### src/hw/rcas_pkg.sv
package rcas_pkg;

   // ****************************************
   // Register bus
   // ****************************************
   localparam int REG_ADDR_W = 4;
   localparam int REG_DATA_W = 32;
   localparam logic [3:0] ADDR_ANGLE_SOURCE = 4'h0;
   localparam logic [3:0] ADDR_TRIM = 4'h1;
   localparam logic [3:0] ADDR_TRIM_REQUEST = 4'h2;
   localparam logic [3:0] ADDR_LOOP_TYPE = 4'h3;
   localparam logic [3:0] ADDR_POLE_COUNT = 4'h4;
   localparam logic [3:0] ADDR_RESOLVER_ANGLE = 4'h5;
   localparam logic [3:0] ADDR_ENCODER_ANGLE = 4'h6;
   localparam logic [3:0] ADDR_POS_SOURCE = 4'h7;
   localparam logic [3:0] ADDR_UVW_CTRL = 4'h8;
   localparam logic [3:0] ADDR_STATUS = 4'h9;
   localparam logic [3:0] ADDR_Z_OFFSET = 4'hA;
   localparam logic [3:0] ADDR_SWITCH = 4'hB;

   // ****************************************
   // Reset values and codes
   // ****************************************
   localparam logic [7:0] SOURCE_ZERO = 8'h00;
   localparam logic [7:0] SOURCE_RESOLVER = 8'h01;
   localparam logic [7:0] SOURCE_ENCODER = 8'h02;
   localparam logic [7:0] ANGLE_SOURCE_RST = 8'h02;
   localparam logic [15:0] TRIM_RST = 16'h1555;
   localparam logic [7:0] TRIM_REQUEST_RST = 8'h00;
   localparam logic [7:0] TRIM_REQUEST_ON = 8'h01;
   localparam logic [31:0] LOOP_TYPE_RST = 32'h00000000;
   localparam logic [15:0] POLE_COUNT_RST = 16'h000C;
   localparam logic [7:0] POS_SOURCE_RST = 8'h01;
   localparam logic [7:0] POS_RESOLVER = 8'h01;
   localparam logic [7:0] POS_ENCODER = 8'h02;

   // Transition modes, UVW to sinusoidal
   localparam logic [2:0] SWITCH_AT_CHANGE = 3'h1;
   localparam logic [2:0] SWITCH_AT_Z = 3'h2;
   localparam logic [2:0] SWITCH_CHANGE_Z = 3'h3;
   localparam logic [2:0] SWITCH_BY_BUS = 3'h4;
   localparam logic [2:0] SWITCH_MODE_RST = 3'h1;

   // UVW control fields: bit 0 auto, [6:4] mode, [10:8] zero pattern
   localparam int UVW_AUTO_BIT = 0;
   localparam int UVW_MODE_LSB = 4;
   localparam int UVW_ZERO_LSB = 8;
   localparam logic [2:0] UVW_ZERO_RST = 3'h1;
   // Status fields
   localparam int ST_SINUS_BIT = 0;
   localparam int ST_VALID_BIT = 1;
   localparam int ST_MEAS_BIT = 2;
   localparam int ST_UVW_BIT = 3;
   localparam int ST_TRACK_LSB = 4;

   // ****************************************
   // Angles and tracks
   // ****************************************
   localparam int SECTORS = 6;
   localparam logic [15:0] SECTOR_STEP = 16'h2AAB;
   localparam logic [15:0] HALF_SECTOR = 16'h1555;
   localparam logic [24:0] DEG_FULL = 25'h0000168;
   localparam logic [2:0] UVW_SEQ [SECTORS] = '{3'h1, 3'h3, 3'h2, 3'h6, 3'h4, 3'h5};

   // ****************************************
   // Timing
   // ****************************************
   localparam int CLK_PERIOD_NS = 10;
   localparam int TRACK_PERIOD_NS = 2000000;
   localparam int TRACK_SAMPLE_CYCLES = TRACK_PERIOD_NS / CLK_PERIOD_NS;
   localparam int MEAS_TIME_NS = 2000000000;
   localparam int OFFSET_MEAS_CYCLES = MEAS_TIME_NS / CLK_PERIOD_NS;

endpackage : rcas_pkg

### src/hw/rcas_commutation.sv
`timescale 1ns/1ps
// How it works
// [RL1] Source field: 0 zero angle, 1 resolver, 2 encoder.
// [RL2] Zero source holds feedback angle at exactly zero.
// [RL3] Resolver mode takes resolver angle, 16 bits per revolution.
// [RL4] Encoder mode takes encoder angle, 16 bits per revolution.
// [RL5] Signed 16-bit trim added for every source, reset 5461.
// [RL6] Commutation angle built from pole count and measured angle.
// [RL7] Software selects sensor, torque mode 1301, then writes request 1.
// [RL8] Measurement starts when drive enables while request holds 1.
// [RL9] About two seconds later request clears, measured trim remains.
// [RL10] Auto UVW flag on supporting build: angle from tracks at power up.
// [RL11] Auto UVW off: no motion enable until measurement completed; here also enabled while request is 1 or measurement runs.
// [RL12] UVW to sinusoidal: change, Z-marker, change then Z, bus signal.
// [RL13] Current mode, UVW or sinusoidal, readable in status.
// [RL14] Tracks sampled once every two milliseconds.
// [RL15] Software sets velocity limit so tracks can keep up.
// [RL16] Measurement also yields Z-marker offset in electrical degrees.
// [RL17] Position loop source: 1 resolver, 2 encoder, reset resolver.
// [RL18] Track pattern: U bit 0, V bit 1, W bit 2.
// [RL19] Electrical angle = mechanical times pole pairs plus trim, wrapping.
// [RL20] Source writes outside 0 to 2 are ignored.
module rcas_commutation #(
   parameter int unsigned TRACK_CYCLES = rcas_pkg::TRACK_SAMPLE_CYCLES,
   parameter int unsigned MEAS_CYCLES = rcas_pkg::OFFSET_MEAS_CYCLES,
   parameter bit UVW_SUPPORTED = 1'b1
) (
   // Clock and reset
   input wire logic clk,
   input wire logic sys_rst,
   // Register port
   input wire logic [rcas_pkg::REG_ADDR_W-1:0] regAddr,
   input wire logic [rcas_pkg::REG_DATA_W-1:0] regWrData,
   input wire logic regWrite,
   input wire logic regRead,
   output logic [rcas_pkg::REG_DATA_W-1:0] regRdData,
   // Sensor front end
   input wire logic [15:0] resolverAngle,
   input wire logic [15:0] encoderAngle,
   input wire logic [2:0] trackUvw,
   input wire logic zMarker,
   // Drive
   input wire logic driveEnable,
   output logic motionEnable,
   output logic uvwActive,
   output logic [15:0] feedbackAngle,
   output logic [15:0] phaseAngle,
   output logic [15:0] positionFeedback
);
   import rcas_pkg::*;

   localparam int MEAS_W = $clog2(MEAS_CYCLES);

   typedef enum {MS_IDLE, MS_RUN} rcas_meas_e;
   typedef enum {CM_INIT, CM_UVW, CM_SINUS} rcas_comm_e;

   // ****************************************
   // Declarations
   // ****************************************
   logic [7:0] angleSource;
   logic [15:0] trim;
   logic [7:0] trimRequest;
   logic [31:0] loopType;
   logic [15:0] poleCount;
   logic [7:0] posSource;
   logic autoUvw;
   logic [2:0] switchMode;
   logic [2:0] zeroPattern;
   logic offsetValid;
   logic zRefValid;
   logic [15:0] zRefAngle;
   logic [8:0] zOffsetDeg;
   rcas_meas_e measState;
   rcas_comm_e commState;
   logic [MEAS_W-1:0] measCount;
   logic enablePrev;
   logic busSwitch;

   logic wrSource, wrTrim, wrRequest, pole_count_write, wrUvw;
   logic measStart, measDone;
   logic [2:0] track;
   logic trackValid, trackChange;
   logic [15:0] mechAngle, polePairs, rawElec, sectorStart, uvwAngle;
   logic [31:0] elecProduct;
   logic [3:0] sectorSum;
   logic [2:0] sectorRel;
   logic [15:0] zAngle;
   logic [24:0] degProduct;
   logic toSinus, zRefresh;
   logic [15:0] next_phaseAngle;

   // ****************************************
   // Helpers
   // ****************************************
   // Position of a track pattern along the rotation sequence
   function automatic logic [2:0] track_pos(input logic [2:0] pattern);
      logic [2:0] idx;
      idx = 3'h0;
      for (int i = 0; i < SECTORS; i++) begin
         if (pattern == UVW_SEQ[i]) begin
            idx = 3'(i);
         end
      end
      return idx;
   endfunction : track_pos

   function automatic logic is_write(input logic [REG_ADDR_W-1:0] addr,
                                     input logic [REG_ADDR_W-1:0] target,
                                     input logic strobe);
      return strobe && (addr == target);
   endfunction : is_write

   assign wrSource = is_write(regAddr, ADDR_ANGLE_SOURCE, regWrite);
   assign wrTrim = is_write(regAddr, ADDR_TRIM, regWrite);
   assign wrRequest = is_write(regAddr, ADDR_TRIM_REQUEST, regWrite);
   assign pole_count_write = is_write(regAddr, ADDR_POLE_COUNT, regWrite);
   assign wrUvw = is_write(regAddr, ADDR_UVW_CTRL, regWrite);

   // ****************************************
   // Track sampling
   // ****************************************
   rcas_track_sampler #(
      .PERIOD(TRACK_CYCLES)
   ) trackSampler (
      .clk(clk),
      .sys_rst(sys_rst),
      .trackIn(trackUvw),
      .sample(track),
      .sampleValid(trackValid),
      .trackChange(trackChange)
   ); // see [RL14]

   // ****************************************
   // Angle arithmetic
   // ****************************************
   always_comb begin
      case (angleSource)
         SOURCE_RESOLVER: mechAngle = resolverAngle; // see [RL3]
         SOURCE_ENCODER: mechAngle = encoderAngle; // see [RL4]
         default: mechAngle = 16'h0000; // see [RL2]
      endcase
   end

   assign polePairs = poleCount >> 1;
   assign elecProduct = mechAngle * polePairs; // see [RL6]
   assign rawElec = elecProduct[15:0]; // see [RL19]

   // Sector relative to the zero-degree pattern
   assign sectorSum = 4'(track_pos(track)) + 4'(SECTORS) - 4'(track_pos(zeroPattern)); // see [RL18]
   assign sectorRel = (sectorSum >= 4'(SECTORS)) ? 3'(sectorSum - 4'(SECTORS)) : sectorSum[2:0];
   assign sectorStart = 16'(sectorRel * SECTOR_STEP);
   assign uvwAngle = sectorStart + HALF_SECTOR;

   assign zAngle = rawElec + trim;
   assign degProduct = 25'(zAngle) * DEG_FULL;

   always_comb begin
      if (measState == MS_RUN) begin
         next_phaseAngle = 16'h0000;
      end else if (commState == CM_UVW) begin
         next_phaseAngle = uvwAngle; // see [RL10]
      end else begin
         next_phaseAngle = rawElec + trim; // see [RL5] [RL19]
      end
   end

   always_ff @(posedge clk) begin
      if (sys_rst) begin
         feedbackAngle <= 16'h0000;
         phaseAngle <= 16'h0000;
      end else begin
         feedbackAngle <= mechAngle; // see [RL2]
         phaseAngle <= next_phaseAngle;
      end
   end

   always_ff @(posedge clk) begin
      if (sys_rst) begin
         positionFeedback <= 16'h0000;
      end else begin
         positionFeedback <= (posSource == POS_ENCODER) ? encoderAngle : resolverAngle; // see [RL17]
      end
   end

   // ****************************************
   // Offset measurement
   // ****************************************
   assign measStart = (measState == MS_IDLE) && (trimRequest == TRIM_REQUEST_ON)
                      && driveEnable && !enablePrev; // see [RL8]
   assign measDone = (measState == MS_RUN) && driveEnable
                     && (measCount == MEAS_W'(MEAS_CYCLES - 1));

   always_ff @(posedge clk) begin
      if (sys_rst) begin
         enablePrev <= 1'b0;
      end else begin
         enablePrev <= driveEnable;
      end
   end

   always_ff @(posedge clk) begin
      if (sys_rst) begin
         measState <= MS_IDLE;
         measCount <= '0;
      end else begin
         case (measState)
            MS_IDLE: begin
               measCount <= '0;
               if (measStart) begin
                  measState <= MS_RUN;
               end
            end
            MS_RUN: begin
               measCount <= measCount + 1'b1;
               if (!driveEnable || measDone) begin
                  measState <= MS_IDLE;
               end
            end
            default: measState <= MS_IDLE;
         endcase
      end
   end

   always_ff @(posedge clk) begin
      if (sys_rst) begin
         offsetValid <= 1'b0;
      end else if (measDone) begin
         offsetValid <= 1'b1;
      end
   end

   // ****************************************
   // Commutation mode
   // ****************************************
   always_comb begin
      case (switchMode)
         SWITCH_AT_CHANGE, SWITCH_CHANGE_Z: toSinus = trackChange;
         SWITCH_AT_Z: toSinus = zMarker && zRefValid;
         SWITCH_BY_BUS: toSinus = busSwitch;
         default: toSinus = 1'b0;
      endcase
   end

   assign zRefresh = zMarker && zRefValid && (commState == CM_SINUS)
                     && (switchMode == SWITCH_CHANGE_Z);

   always_ff @(posedge clk) begin
      if (sys_rst) begin
         commState <= CM_INIT;
      end else begin
         case (commState)
            CM_INIT: begin
               if (UVW_SUPPORTED && autoUvw && trackValid) begin
                  commState <= CM_UVW; // see [RL10]
               end else if (offsetValid) begin
                  commState <= CM_SINUS;
               end
            end
            CM_UVW: begin
               if (toSinus) begin
                  commState <= CM_SINUS; // see [RL12]
               end
            end
            CM_SINUS: commState <= CM_SINUS;
            default: commState <= CM_INIT;
         endcase
      end
   end

   assign uvwActive = (commState == CM_UVW); // see [RL13]
   assign motionEnable = driveEnable && (offsetValid || (measState == MS_RUN)
                         || (trimRequest == TRIM_REQUEST_ON) || uvwActive
                         || (commState == CM_SINUS)); // see [RL11]

   // ****************************************
   // Z-marker reference
   // ****************************************
   always_ff @(posedge clk) begin
      if (sys_rst || measStart) begin
         zRefValid <= 1'b0;
         zRefAngle <= 16'h0000;
         zOffsetDeg <= 9'h000;
      end else if (zMarker && offsetValid && !zRefValid) begin
         zRefValid <= 1'b1;
         zRefAngle <= zAngle;
         zOffsetDeg <= degProduct[24:16]; // see [RL16]
      end
   end

   // ****************************************
   // Registers
   // ****************************************
   always_ff @(posedge clk) begin
      if (sys_rst) begin
         angleSource <= ANGLE_SOURCE_RST;
      end else if (wrSource && (regWrData[7:0] <= SOURCE_ENCODER)) begin
         angleSource <= regWrData[7:0]; // see [RL1] [RL20]
      end
   end

   // Hardware alignments take priority over a software write
   always_ff @(posedge clk) begin
      if (sys_rst) begin
         trim <= TRIM_RST;
      end else if (measDone) begin
         trim <= 16'h0000 - rawElec; // see [RL9]
      end else if (commState == CM_UVW && toSinus && switchMode != SWITCH_BY_BUS
                   && switchMode != SWITCH_AT_Z) begin
         trim <= sectorStart - rawElec;
      end else if ((commState == CM_UVW && toSinus && switchMode == SWITCH_AT_Z)
                   || zRefresh) begin
         trim <= zRefAngle - rawElec; // see [RL12]
      end else if (wrTrim) begin
         trim <= regWrData[15:0]; // see [RL5]
      end
   end

   // A write in the completion cycle wins over the clear
   always_ff @(posedge clk) begin
      if (sys_rst) begin
         trimRequest <= TRIM_REQUEST_RST;
      end else if (wrRequest) begin
         trimRequest <= regWrData[7:0];
      end else if (measDone) begin
         trimRequest <= TRIM_REQUEST_RST; // see [RL9]
      end
   end

   always_ff @(posedge clk) begin
      if (sys_rst) begin
         loopType <= LOOP_TYPE_RST;
      end else if (is_write(regAddr, ADDR_LOOP_TYPE, regWrite)) begin
         loopType <= regWrData; // see [RL7]
      end
   end

   always_ff @(posedge clk) begin
      if (sys_rst) begin
         poleCount <= POLE_COUNT_RST;
      end else if (pole_count_write) begin
         poleCount <= regWrData[15:0];
      end
   end

   always_ff @(posedge clk) begin
      if (sys_rst) begin
         posSource <= POS_SOURCE_RST;
      end else if (is_write(regAddr, ADDR_POS_SOURCE, regWrite)
                   && (regWrData[7:0] == POS_RESOLVER || regWrData[7:0] == POS_ENCODER)) begin
         posSource <= regWrData[7:0]; // see [RL17]
      end
   end

   always_ff @(posedge clk) begin
      if (sys_rst) begin
         autoUvw <= 1'b0;
         switchMode <= SWITCH_MODE_RST;
         zeroPattern <= UVW_ZERO_RST;
      end else if (wrUvw) begin
         autoUvw <= regWrData[UVW_AUTO_BIT];
         if (regWrData[UVW_MODE_LSB +: 3] >= SWITCH_AT_CHANGE
             && regWrData[UVW_MODE_LSB +: 3] <= SWITCH_BY_BUS) begin
            switchMode <= regWrData[UVW_MODE_LSB +: 3];
         end
         zeroPattern <= regWrData[UVW_ZERO_LSB +: 3];
      end
   end

   always_ff @(posedge clk) begin
      if (sys_rst) begin
         busSwitch <= 1'b0;
      end else begin
         busSwitch <= is_write(regAddr, ADDR_SWITCH, regWrite) && regWrData[0];
      end
   end

   // ****************************************
   // Read port
   // ****************************************
   always_ff @(posedge clk) begin
      if (sys_rst || !regRead) begin
         regRdData <= '0;
      end else begin
         case (regAddr)
            ADDR_ANGLE_SOURCE: regRdData <= 32'(angleSource);
            ADDR_TRIM: regRdData <= 32'(trim);
            ADDR_TRIM_REQUEST: regRdData <= 32'(trimRequest);
            ADDR_LOOP_TYPE: regRdData <= loopType;
            ADDR_POLE_COUNT: regRdData <= 32'(poleCount);
            ADDR_RESOLVER_ANGLE: regRdData <= 32'(resolverAngle);
            ADDR_ENCODER_ANGLE: regRdData <= 32'(encoderAngle);
            ADDR_POS_SOURCE: regRdData <= 32'(posSource);
            ADDR_UVW_CTRL: begin
               regRdData <= '0;
               regRdData[UVW_AUTO_BIT] <= autoUvw;
               regRdData[UVW_MODE_LSB +: 3] <= switchMode;
               regRdData[UVW_ZERO_LSB +: 3] <= zeroPattern;
            end
            ADDR_STATUS: begin
               regRdData <= '0;
               regRdData[ST_SINUS_BIT] <= (commState == CM_SINUS); // see [RL13]
               regRdData[ST_VALID_BIT] <= offsetValid;
               regRdData[ST_MEAS_BIT] <= (measState == MS_RUN);
               regRdData[ST_UVW_BIT] <= uvwActive;
               regRdData[ST_TRACK_LSB +: 3] <= track;
            end
            ADDR_Z_OFFSET: regRdData <= 32'(zOffsetDeg);
            default: regRdData <= '0;
         endcase
      end
   end

endmodule : rcas_commutation

### src/hw/rcas_track_sampler.sv
`timescale 1ns/1ps
module rcas_track_sampler #(
   parameter int unsigned PERIOD = rcas_pkg::TRACK_SAMPLE_CYCLES
) (
   // Clock and reset
   input wire logic clk,
   input wire logic sys_rst,
   // Track pins
   input wire logic [2:0] trackIn,
   // Sampled pattern
   output logic [2:0] sample,
   output logic sampleValid,
   output logic trackChange
);
   import rcas_pkg::*;

   localparam int CNT_W = $clog2(PERIOD);

   logic [CNT_W-1:0] tickCount;
   logic tick;

   assign tick = (tickCount == CNT_W'(PERIOD - 1));

   // ****************************************
   // Fixed-rate sample tick
   // ****************************************
   always_ff @(posedge clk) begin
      if (sys_rst || tick) begin
         tickCount <= '0;
      end else begin
         tickCount <= tickCount + 1'b1;
      end
   end

   always_ff @(posedge clk) begin
      if (sys_rst) begin
         sample <= 3'h0;
         sampleValid <= 1'b0;
      end else if (tick) begin
         sample <= trackIn;
         sampleValid <= 1'b1;
      end
   end

   // Change only counts once a first sample exists
   always_ff @(posedge clk) begin
      if (sys_rst) begin
         trackChange <= 1'b0;
      end else begin
         trackChange <= tick && sampleValid && (trackIn != sample);
      end
   end

endmodule : rcas_track_sampler

### config.mk
export PLATFORM = sky130hd
export DESIGN_NAME = rcas_commutation
export DESIGN_NICKNAME = d
export VERILOG_FILES = /design/src/hw/rcas_pkg.sv /design/src/hw/rcas_commutation.sv /design/src/hw/rcas_track_sampler.sv
export SDC_FILE = /design/constraint.sdc
export NUM_CORES = 1
export LEC_CHECK = 0
export ABC_AREA = 1
export BUFFER_PORTS_ARGS = -buffer_cell sky130_fd_sc_hd__buf_4
export CAP_MARGIN = 20
export CORE_ASPECT_RATIO = 0.8
export CORE_MARGIN = 1.5
export CORE_UTILIZATION = 55
export CTS_CLUSTER_SIZE = 12
export DETAILED_ROUTE_END_ITERATION = 8
export PLACE_DENSITY = 0.74
export SYNTH_ARGS = -nofsm -noshare
export SYNTH_HDL_FRONTEND = slang
export SYNTH_SLANG_ARGS = --single-unit
### constraint.sdc
create_clock -name clk -period 11.5 [get_ports clk]
set_input_delay 0.575 -clock clk [delete_from_list [all_inputs] [get_ports clk]]
set_output_delay 0.575 -clock clk [all_outputs]
set_load 0.03 [all_outputs]
==> impl_results.md, run 1 <==
* Largest family of logic cells by synthesized area: adder cells
* Period utilization at 93.13%
* Post-synthesis adder-cell area fraction at 21.37%
* Total CTS buffers at 28
* Met2 routed WL at 25680 µm
* Hold_sp: driveEnable
* Most frequent cell on the critical path: inv_1
* Vias in the first global route at 17090
* Status: finished clean
* TritonRoute pass-1 iters at 7
* Crit-path max cell delay at 0.53 ns
* Hold-fix buffers, CTS at 0
* Clk Latency, worst-skew pair at 0.60 ns
* Initial antenna violation count at 0
* Main synth FF type: dfxtp_1
* Reg-to-Reg Start: angleSource[7]
* Number of flops mapped to enable cells by yosys at 0
* Register area share after synthesis at 27.45%
* Synth Register Bits at 258
* N_diodes at 0
* DP HPWL at about 47000 µm
* RePlAce Congestion at 0.9798
* Max-slew violations at 0
* Least-Margin Pin Slew at 1.025 ns
* Post-synth top cells: 461 x inv_1, 357 x nand2_1, 258 x dfxtp_1
* Syn nets at 2880
* Reg2Reg Setup Slack at between 0.7 and 0.8 ns
* Post-synth top area share at between 20% and 30%
* Depth of the CTS H-tree at 1
* Uppermost layer routed: met4
* Final Routed Wirelength at 59940 µm
* I/O Buffers at 158
* Synthesized area at 18820 µm²
* Row count at 60
* Fin. Hold Viols at 0
* Core Area at 33630 µm²
* Reg clk slew, reported paths at 0.06 ns
* # setup viols final at 0
* Largest net degree at the start of global routing at 92
* Die Y at between 150 and 200 µm
* Fillers at 3054
* Hold Crit Depth at 3
* Final TNS setup at 0 ns
* Critical Path Source Type: register
* Iteration-0 DRC Markers at around 1800
* Crit end category: register
* Worst EP arrival at 11.20 ns
* Synthesized instance count at 2547
* Routed wl met3 at around 6200 µm
* Layout Skew at 0.04228 ns
* Area growth syn-to-layout at 12.97%
* Hold slack at 0.2261 ns
* Ranking of synthesized cells by area: dfxtp_1 27%, fa_1 12%, ha_1 9.8%
* Crit path time final at 10.71 ns
* XOR/XNOR Fraction of Synth Area at 3.005%
* Worst r2r path cells at 49
* Async SR Flop Fraction at 0%
* Hold crit path type: primary input to register
* Syn avg cell area at ~7.4 µm²
* # nets final at 3011
* Post-CTS Setup Bufs at 0
* Via count at 18020
* Simple-gate area share of the yosys netlist at 20.56%
* PostCTS Resize Cnt at 0
* Fraction of layout cells with a size suffix above 1 at under 10%
* Global route overflow at 0
* Initial Util at 55.95%
* First-pass GRT wire length at 94380 µm
* Die area at 35340 µm²
* CTS Sinks at 258
* Mux share of post-synthesis cell area at 0.05319%
* Routed WL per cell at 19.16 µm
* Complex-gate fraction of the synthesized area at 16.48%
* CTS tree: done
* Leading area contributor after synthesis: dfxtp_1
* DRC Markers at 0
* GRT Util Overall at between 30% and 40%
* Most common cell in the netlist: inv_1
* Die width at 209.8 µm
* DRT met1 WL at 26330 µm
* DR vias/cell at 5.759
* RSZ-0062 raised after global routing: false
* Root Buffer: clkbuf_16
* WHS Endpoint: enablePrev
* Max Fclk at 0.09337 GHz
* Max_slew headroom at 31.44%
* Routed Antenna Nets at 0
* IO Count at about 160
* Max FO, Critical Path at 19
* Crit Reg-Reg Endpoint: zOffsetDeg[8]
* CTS Buffer Depth at 3
* Synth cell types at 61
* Syn. warnings at 0
* MaxCap Viol Count at 0
* CP max-delay cell: fa_1
* CP Data Required Time at 11.99 ns
* Setup CP Type: register to register
[area by class of cell]
| cell class | count | area, µm² | share of cell area [%] |
|---|---|---|---|
| inverters | 484 | 1819 | 8.557 |
| flip-flops and latches | 258 | 5165 | 24.30 |
| repair buffers | 170 | 1276 | 6.003 |
| well taps | 434 | 543.0 | 2.554 |
| multi-input cells | 1736 | 11570 | 54.43 |
| clock buffers | 41 | 819.5 | 3.855 |
| clock inverters | 6 | 63.81 | 0.3002 |
[logic make-up after synthesis]
kind of cell / count (synthesis)
compound gates: 535
mux: 1
simple gates: 882
fa+ha+maj: 256
buf+inv: 553
flops: 258
xor+xnor: 62
[layer usage]
layer,vias up,global-route usage (%)
li1,8559,-
met2,877,52.16
met1,8465,48.75
met3,118,6.958
met4,0,8.852
met5,-,0
[metrics by stage]
stage | area (µm²) | setup slack, ns | util (%) | instances
detailed placement | 20380 | 0.9238 | 60.58 | 3082
global route | 21260 | 0.2624 | 63.21 | 3129
floorplan | 18820 | 1.973 | - | 2547
global placement | 20380 | 1.177 | 60.58 | 3082
CTS | 21260 | 0.9216 | 63.21 | 3129
finish | 21260 | 0.7903 | 63.21 | 3129
[worst max path at each step]
stage          cells after the start  slack, ns       startpoint            end
5_1_grt                           49       0.26   angleSource[7]  zOffsetDeg[8]
4_1_cts                           49       0.92   angleSource[7]  zOffsetDeg[8]
3_5_place_dp                      49       0.92   angleSource[5]  zOffsetDeg[8]
2_1_floorplan                     46       1.97  encoderAngle[5]  zOffsetDeg[8]
6_report                          49       0.79   angleSource[7]  zOffsetDeg[8]
3_3_place_gp                      47       1.18  encoderAngle[5]  zOffsetDeg[8]
[cells in the final DEF (no fill, tap or decap), types with 109 or more instances in the layout]
| cell | instances |
|---|---|
| ha_1 | 147 |
| nand2_1 | 357 |
| fa_1 | 109 |
| a21oi_1 | 218 |
| dfxtp_1 | 258 |
| inv_1 | 460 |
| o21ai_0 | 164 |
| buf_4 | 170 |
| nand3_1 | 131 |
| nor2_1 | 249 |
[worst max-delay path, delay by kind of cell (launching register included)]
| kind | cells | cell delay (ns) |
|---|---|---|
| adder cells (fa/ha/maj) | 12 | 5.04 |
| AO/OA/AOI/OAI | 14 | 2.46 |
| AND/OR/NAND/NOR | 11 | 1.84 |
| buffers and inverters | 12 | 0.88 |
| flip-flops | 1 | 0.31 |
[flip-flops by register name, indices dropped and copies added, names as in the netlist, 2 cells and up]
name / cells
measCount: 28
feedbackAngle: 16
poleCount: 16
trackSampler.tickCount: 18
regRdData: 32
zOffsetDeg: 9
phaseAngle: 16
switchMode: 3
loopType: 32
trimRequest: 8
commState: 2
positionFeedback: 16
zeroPattern: 3
trackSampler.sample: 3
angleSource: 8
trim: 16
zRefAngle: 16
posSource: 8
Power of run 1 is not shown: default switching activity piles up to over one toggle a cycle in this logic, so the estimate is an artifact.
==> inputs of run 2 (changes only) <==
--- a/config.mk
+++ b/config.mk
@@ -9,11 +9,12 @@
 export BUFFER_PORTS_ARGS = -buffer_cell sky130_fd_sc_hd__buf_4
 export CAP_MARGIN = 20
 export CORE_ASPECT_RATIO = 0.8
-export CORE_MARGIN = 1.5
+export CORE_MARGIN = 2
 export CORE_UTILIZATION = 55
 export CTS_CLUSTER_SIZE = 12
 export DETAILED_ROUTE_END_ITERATION = 8
 export PLACE_DENSITY = 0.74
+export SLEW_MARGIN = 5
 export SYNTH_ARGS = -nofsm -noshare
 export SYNTH_HDL_FRONTEND = slang
 export SYNTH_SLANG_ARGS = --single-unit
==> constraint.sdc (replaced) <==
create_clock -name clk -period 13.79 [get_ports clk]
set_input_delay 0.6895 -clock clk [delete_from_list [all_inputs] [get_ports clk]]
set_output_delay 0.6895 -clock clk [all_outputs]
set_load 0.03 [all_outputs]
==> impl_results.md, run 2 (same netlist as run 1, synthesis figures left out) <==
* Row count at 60
* Hold crit path type: primary input to register
* Root Buffer: clkbuf_16
* Area growth syn-to-layout at 12.95%
* Area of the multi-input gates at 11570 µm²
* Via count at 17840
* MaxCap Viol Count at 0
* Hold-fix buffers, CTS at 0
* Initial Util at 55.95%
* Status: finished clean
* Hold_sp: driveEnable
* Setup crit start: angleSource[4]
* DP HPWL at ~47000 µm
* Die Y at approximately 170 µm
* Max_slew headroom at approximately a third
* Met2 routed WL at 24620 µm
* Crit-path max cell delay at 0.54 ns
* GRT Util Overall at roughly a third
* N_diodes at 0
* Max Fclk at 0.09358 GHz
* DRC Markers at 0
* CTS Sinks at roughly 260
* Clk Latency, worst-skew pair at 0.60 ns
* Crit path max-delay family: adder cells
* # setup viols final at 0
* CP max-delay cell: fa_1
* Post-CTS Setup Bufs at 0
* Fillers at ~3000
* Depth of the CTS H-tree at 1
* Vias in the first global route at around 17000
* Global route overflow at 0
* RePlAce Congestion at 0.9705
* Commonest non-fill, non-tap cell in the layout: inv_1
* DRT met1 WL at ~27000 µm
* Die area at 35720 µm²
* Total CTS buffers at 28
* Crit path time final at 10.69 ns
* Iteration-0 DRC Markers at 1954
* Period utilization at 77.49%
* Fin. Hold Viols at 0
* Core Area at 33630 µm²
* Reg clk slew, reported paths at 0.06 ns
* Hold Crit Depth at 3
* Final TNS setup at 0 ns
* Max-slew violations at 0
* # nets final at between 3000 and 4000
* Worst EP arrival at 11.18 ns
* Initial antenna violation count at 0
* CTS tree: done
* First-pass GRT wire length at 93590 µm
* Worst r2r path cells at 49
* Largest net degree at the start of global routing at 92
* Crit end category: register
* Uppermost layer routed: met4
* TritonRoute pass-1 iters at 9
* Routed Antenna Nets at 0
* I/O Buffers at 158
* DR vias/cell at 5.712
* Routed WL per cell at 19.01 µm
* PostCTS Resize Cnt at 0
* Die width at 210.8 µm
* Max FO, Critical Path at 19
* Most frequent cell on the critical path: inv_1
* CP bufs+invs at 12
* CTS Buffer Depth at 3
* Reg-to-Reg Start: angleSource[4]
* Critical Path Source Type: register
* Commonest non-fill, non-tap cells in the layout: 460 x inv_1, 357 x nand2_1, 258 x dfxtp_1
* Routed wl met3 at 5945 µm
* Layout Skew at 0.02409 ns
* IO Count at 159
* CP Data Required Time at 14.28 ns
* Reg2Reg Setup Slack at 3.10 ns
* Setup CP Type: register to register
* Leading registers by flop count: loopType (32), regRdData (32), measCount (28)
* Register area at 5165 µm²
* Fraction of layout cells with a size suffix above 1 at 9.777%
* Final Routed Wirelength at 59390 µm
* RSZ-0062 raised after global routing: false
* Critical Path Stages at 49
* Least-Margin Pin Slew at around 1.0 ns
-- run 2: changes by cell type in the layout (fill, tap and decap cells not counted) --
cell and delta:
clkbuf_8 -3, buf_4 -2, bufinv_16 +2, clkbuf_1 -2, clkinvlp_4 -2, clkinv_2 +1
inv_6 +1
-- run 2: final cells by class --
type / count / area share (%)
clock inverters: 8 / 0.5769
multi-input cells: 1736 / 54.45
well taps: 434 / 2.555
flip-flops and latches: 258 / 24.30
inverters: 484 / 8.559
repair buffers: 168 / 5.934
clock buffers: 36 / 3.626
-- run 2: tightest hold or removal path, stage by stage --
cell    delay (ns)
buf_4         0.08
inv_1         0.05
nor2_1        0.07
-- run 2: worst paths after layout --
| check | endpoint |
|---|---|
| max | zOffsetDeg[8] |
| min | enablePrev |
| min reg2reg | measCount[0] |
| max reg2reg | zOffsetDeg[8] |
-- run 2: routing by layer --
| layer | global-route usage (%) | vias to the layer above |
|---|---|---|
| met2 | 50.01 | 777 |
| met1 | 48.16 | 8351 |
| met3 | 6.921 | 156 |
| met4 | 10.81 | 0 |
| li1 | - | 8559 |
| met5 | 0 | - |
-- run 2: metrics by stage --
stage	area, µm²	setup WS (ns)	hold WS, ns	utilization (%)	std cells
2_1_floorplan	18820	4.149	0.4175	-	2547
3_3_place_gp	20360	3.387	0.4261	60.54	3080
3_5_place_dp	20360	3.225	0.4385	60.54	3080
4_1_cts	21250	3.262	0.3219	63.20	3124
5_1_grt	21250	2.441	0.3565	63.20	3124
6_report	21250	3.104	0.3374	63.20	3124
Power of run 2 is left out for the same reason.
==> inputs of run 3 (changes only) <==
==> constraint.sdc (replaced) <==
create_clock -name clk -period 9.9 [get_ports clk]
set_input_delay 0.495 -clock clk [delete_from_list [all_inputs] [get_ports clk]]
set_output_delay 0.495 -clock clk [all_outputs]
set_load 0.03 [all_outputs]
==> impl_results.md, run 3 (same netlist as run 1, synthesis figures left out) <==
* Depth of the CTS H-tree at 1
* Iteration-0 DRC Markers at between 1500 and 2000
* Row count at 60
* Crit end category: register
* Crit-path max cell delay at 0.61 ns
* Initial Util at 55.95%
* Initial antenna violation count at 2
* Status: finished clean
* Die Y at 169.4 µm
* TritonRoute pass-1 iters at 6
* Max Fclk at 0.1049 GHz
* Global route overflow at 0
* DR vias/cell at 5.731
* N_diodes at 0
* Commonest non-fill, non-tap cells in the layout: 452 x inv_1, 355 x nand2_1, 256 x dfxtp_1
* # nets final at between 3000 and 4000
* Period utilization at 96.27%
* CTS Buffer Depth at 3
* Hold crit path type: primary input to register
* RePlAce Congestion at 0.9724
* Critical Path Source Type: register
* DRC Markers at 0
* Worst EP arrival at 10.01 ns
* Core Area at roughly 34000 µm²
* CTS tree: done
* CP max-delay cell: fa_1
* Largest net degree at the start of global routing at between 90 and 100
* Placed instance count at 3144
* Reg clk slew, reported paths at 0.06 ns
* IO Count at 159
* Commonest non-fill, non-tap cell in the layout: inv_1
* Max FO, Critical Path at 8
* Root Buffer: clkbuf_16
* Routed WL per cell at 19.54 µm
* Area growth syn-to-layout at 17.18%
* Setup CP Type: register to register
* Most frequent cell on the critical path: nand2_1
* Total CTS buffers at 28
* GRT Util Overall at about a third
* Hold-fix buffers, CTS at 0
* Fraction of layout cells with a size suffix above 1 at between 10% and 20%
* Vias in the first global route at 17380
* Final Routed Wirelength at 62480 µm
* Leading registers by flop count: loopType (32), regRdData (32), measCount (28)
* Layout Cells excl Fill at between 3000 and 4000
* Clk Latency, worst-skew pair at 0.59 ns
* Least-Margin Pin Slew at around 1.1 ns
* First-pass GRT wire length at about 97000 µm
* Die area at 35720 µm²
* # setup viols final at 0
* Layout Skew at 0.02195 ns
* CP Data Required Time at a little over 10 ns
* Max-slew violations at 0
* Via count at around 18000
* MaxCap Viol Count at 0
* Die width at 210.8 µm
* CTS Sinks at 258
* Routed Antenna Nets at 0
* Max_slew headroom at 29.26%
* Crit path time final at 9.530 ns
* Fin. Hold Viols at 0
* I/O Buffers at 158
* DP HPWL at 49330 µm
-- run 3: cell types whose count changed in the layout (fill, tap and decap cells not counted), sizes merged --
| cell | previous run | this run |
|---|---|---|
| buf | 168 | 239 |
| clkbuf | 36 | 37 |
| nor2 | 255 | 257 |
| clkinv | 17 | 18 |
| clkinvlp | 0 | 1 |
| bufinv | 2 | 0 |
-- run 3: path summary, 6_finish.rpt --
kind,startpoint,to,slack [ns],depth (start not counted)
worst max register to register,angleSource[7],zOffsetDeg[6],0.37,50
worst max-delay path,angleSource[7],zOffsetDeg[6],0.37,50
worst min-delay path,resolverAngle[6],positionFeedback[6],0.16,3
worst min register to register,loopType[20],regRdData[20],0.45,2
-- run 3: stage by stage --
stage | hold slack (ns) | util [%] | worst slack, ns | area [µm²] | TNS (ns)
final | 0.1633 | 65.57 | 0.3697 | 22050 | 0
after global routing | 0.1650 | 65.57 | -0.06767 | 22050 | -0.1890
after CTS | 0.1493 | 64.52 | 0.04223 | 21700 | 0
after detailed placement | 0.4347 | 61.98 | -0.04794 | 20850 | -0.05162
after global placement | 0.4255 | 61.95 | 0.1336 | 20830 | 0
after floorplan | 0.4175 | - | 0.3806 | 18820 | 0
-- run 3: what timing repair did --
action | in CTS | in global routing
setup endpoints to repair | 4 | 9
cloned | 0 | 2
gates resized for setup | 2 | 57
setup buffers | 0 | 7
pin swaps | 0 | 15
-- run 3: area by class of cell --
class,count,area [µm²]
fill,2955,11580
sequential,258,5167
multi-input combinational,1738,11870
timing repair buffer,239,1802
inverter,484,1819
clock inverter,8,75.07
clock buffer,37,774.5
tap,434,543.0
-- run 3: worst max-delay path: cells and delay by family, from the launching register on --
family,cells,cell delay (ns)
fa+ha+maj,12,4.62
compound gates,8,1.22
buf+inv,11,1.04
xor+xnor,1,0.28
simple gates,18,1.96
flops,1,0.31
-- run 3: layer usage --
layer	GRT usage, %	wire length [µm]	vias up
met4	9.094	1724	4
met5	0	34	-
met3	7.883	6616	121
met2	52.53	26520	894
met1	50.16	27590	8617
li1	-	-	8691
Power of run 3 is left out for the same reason.
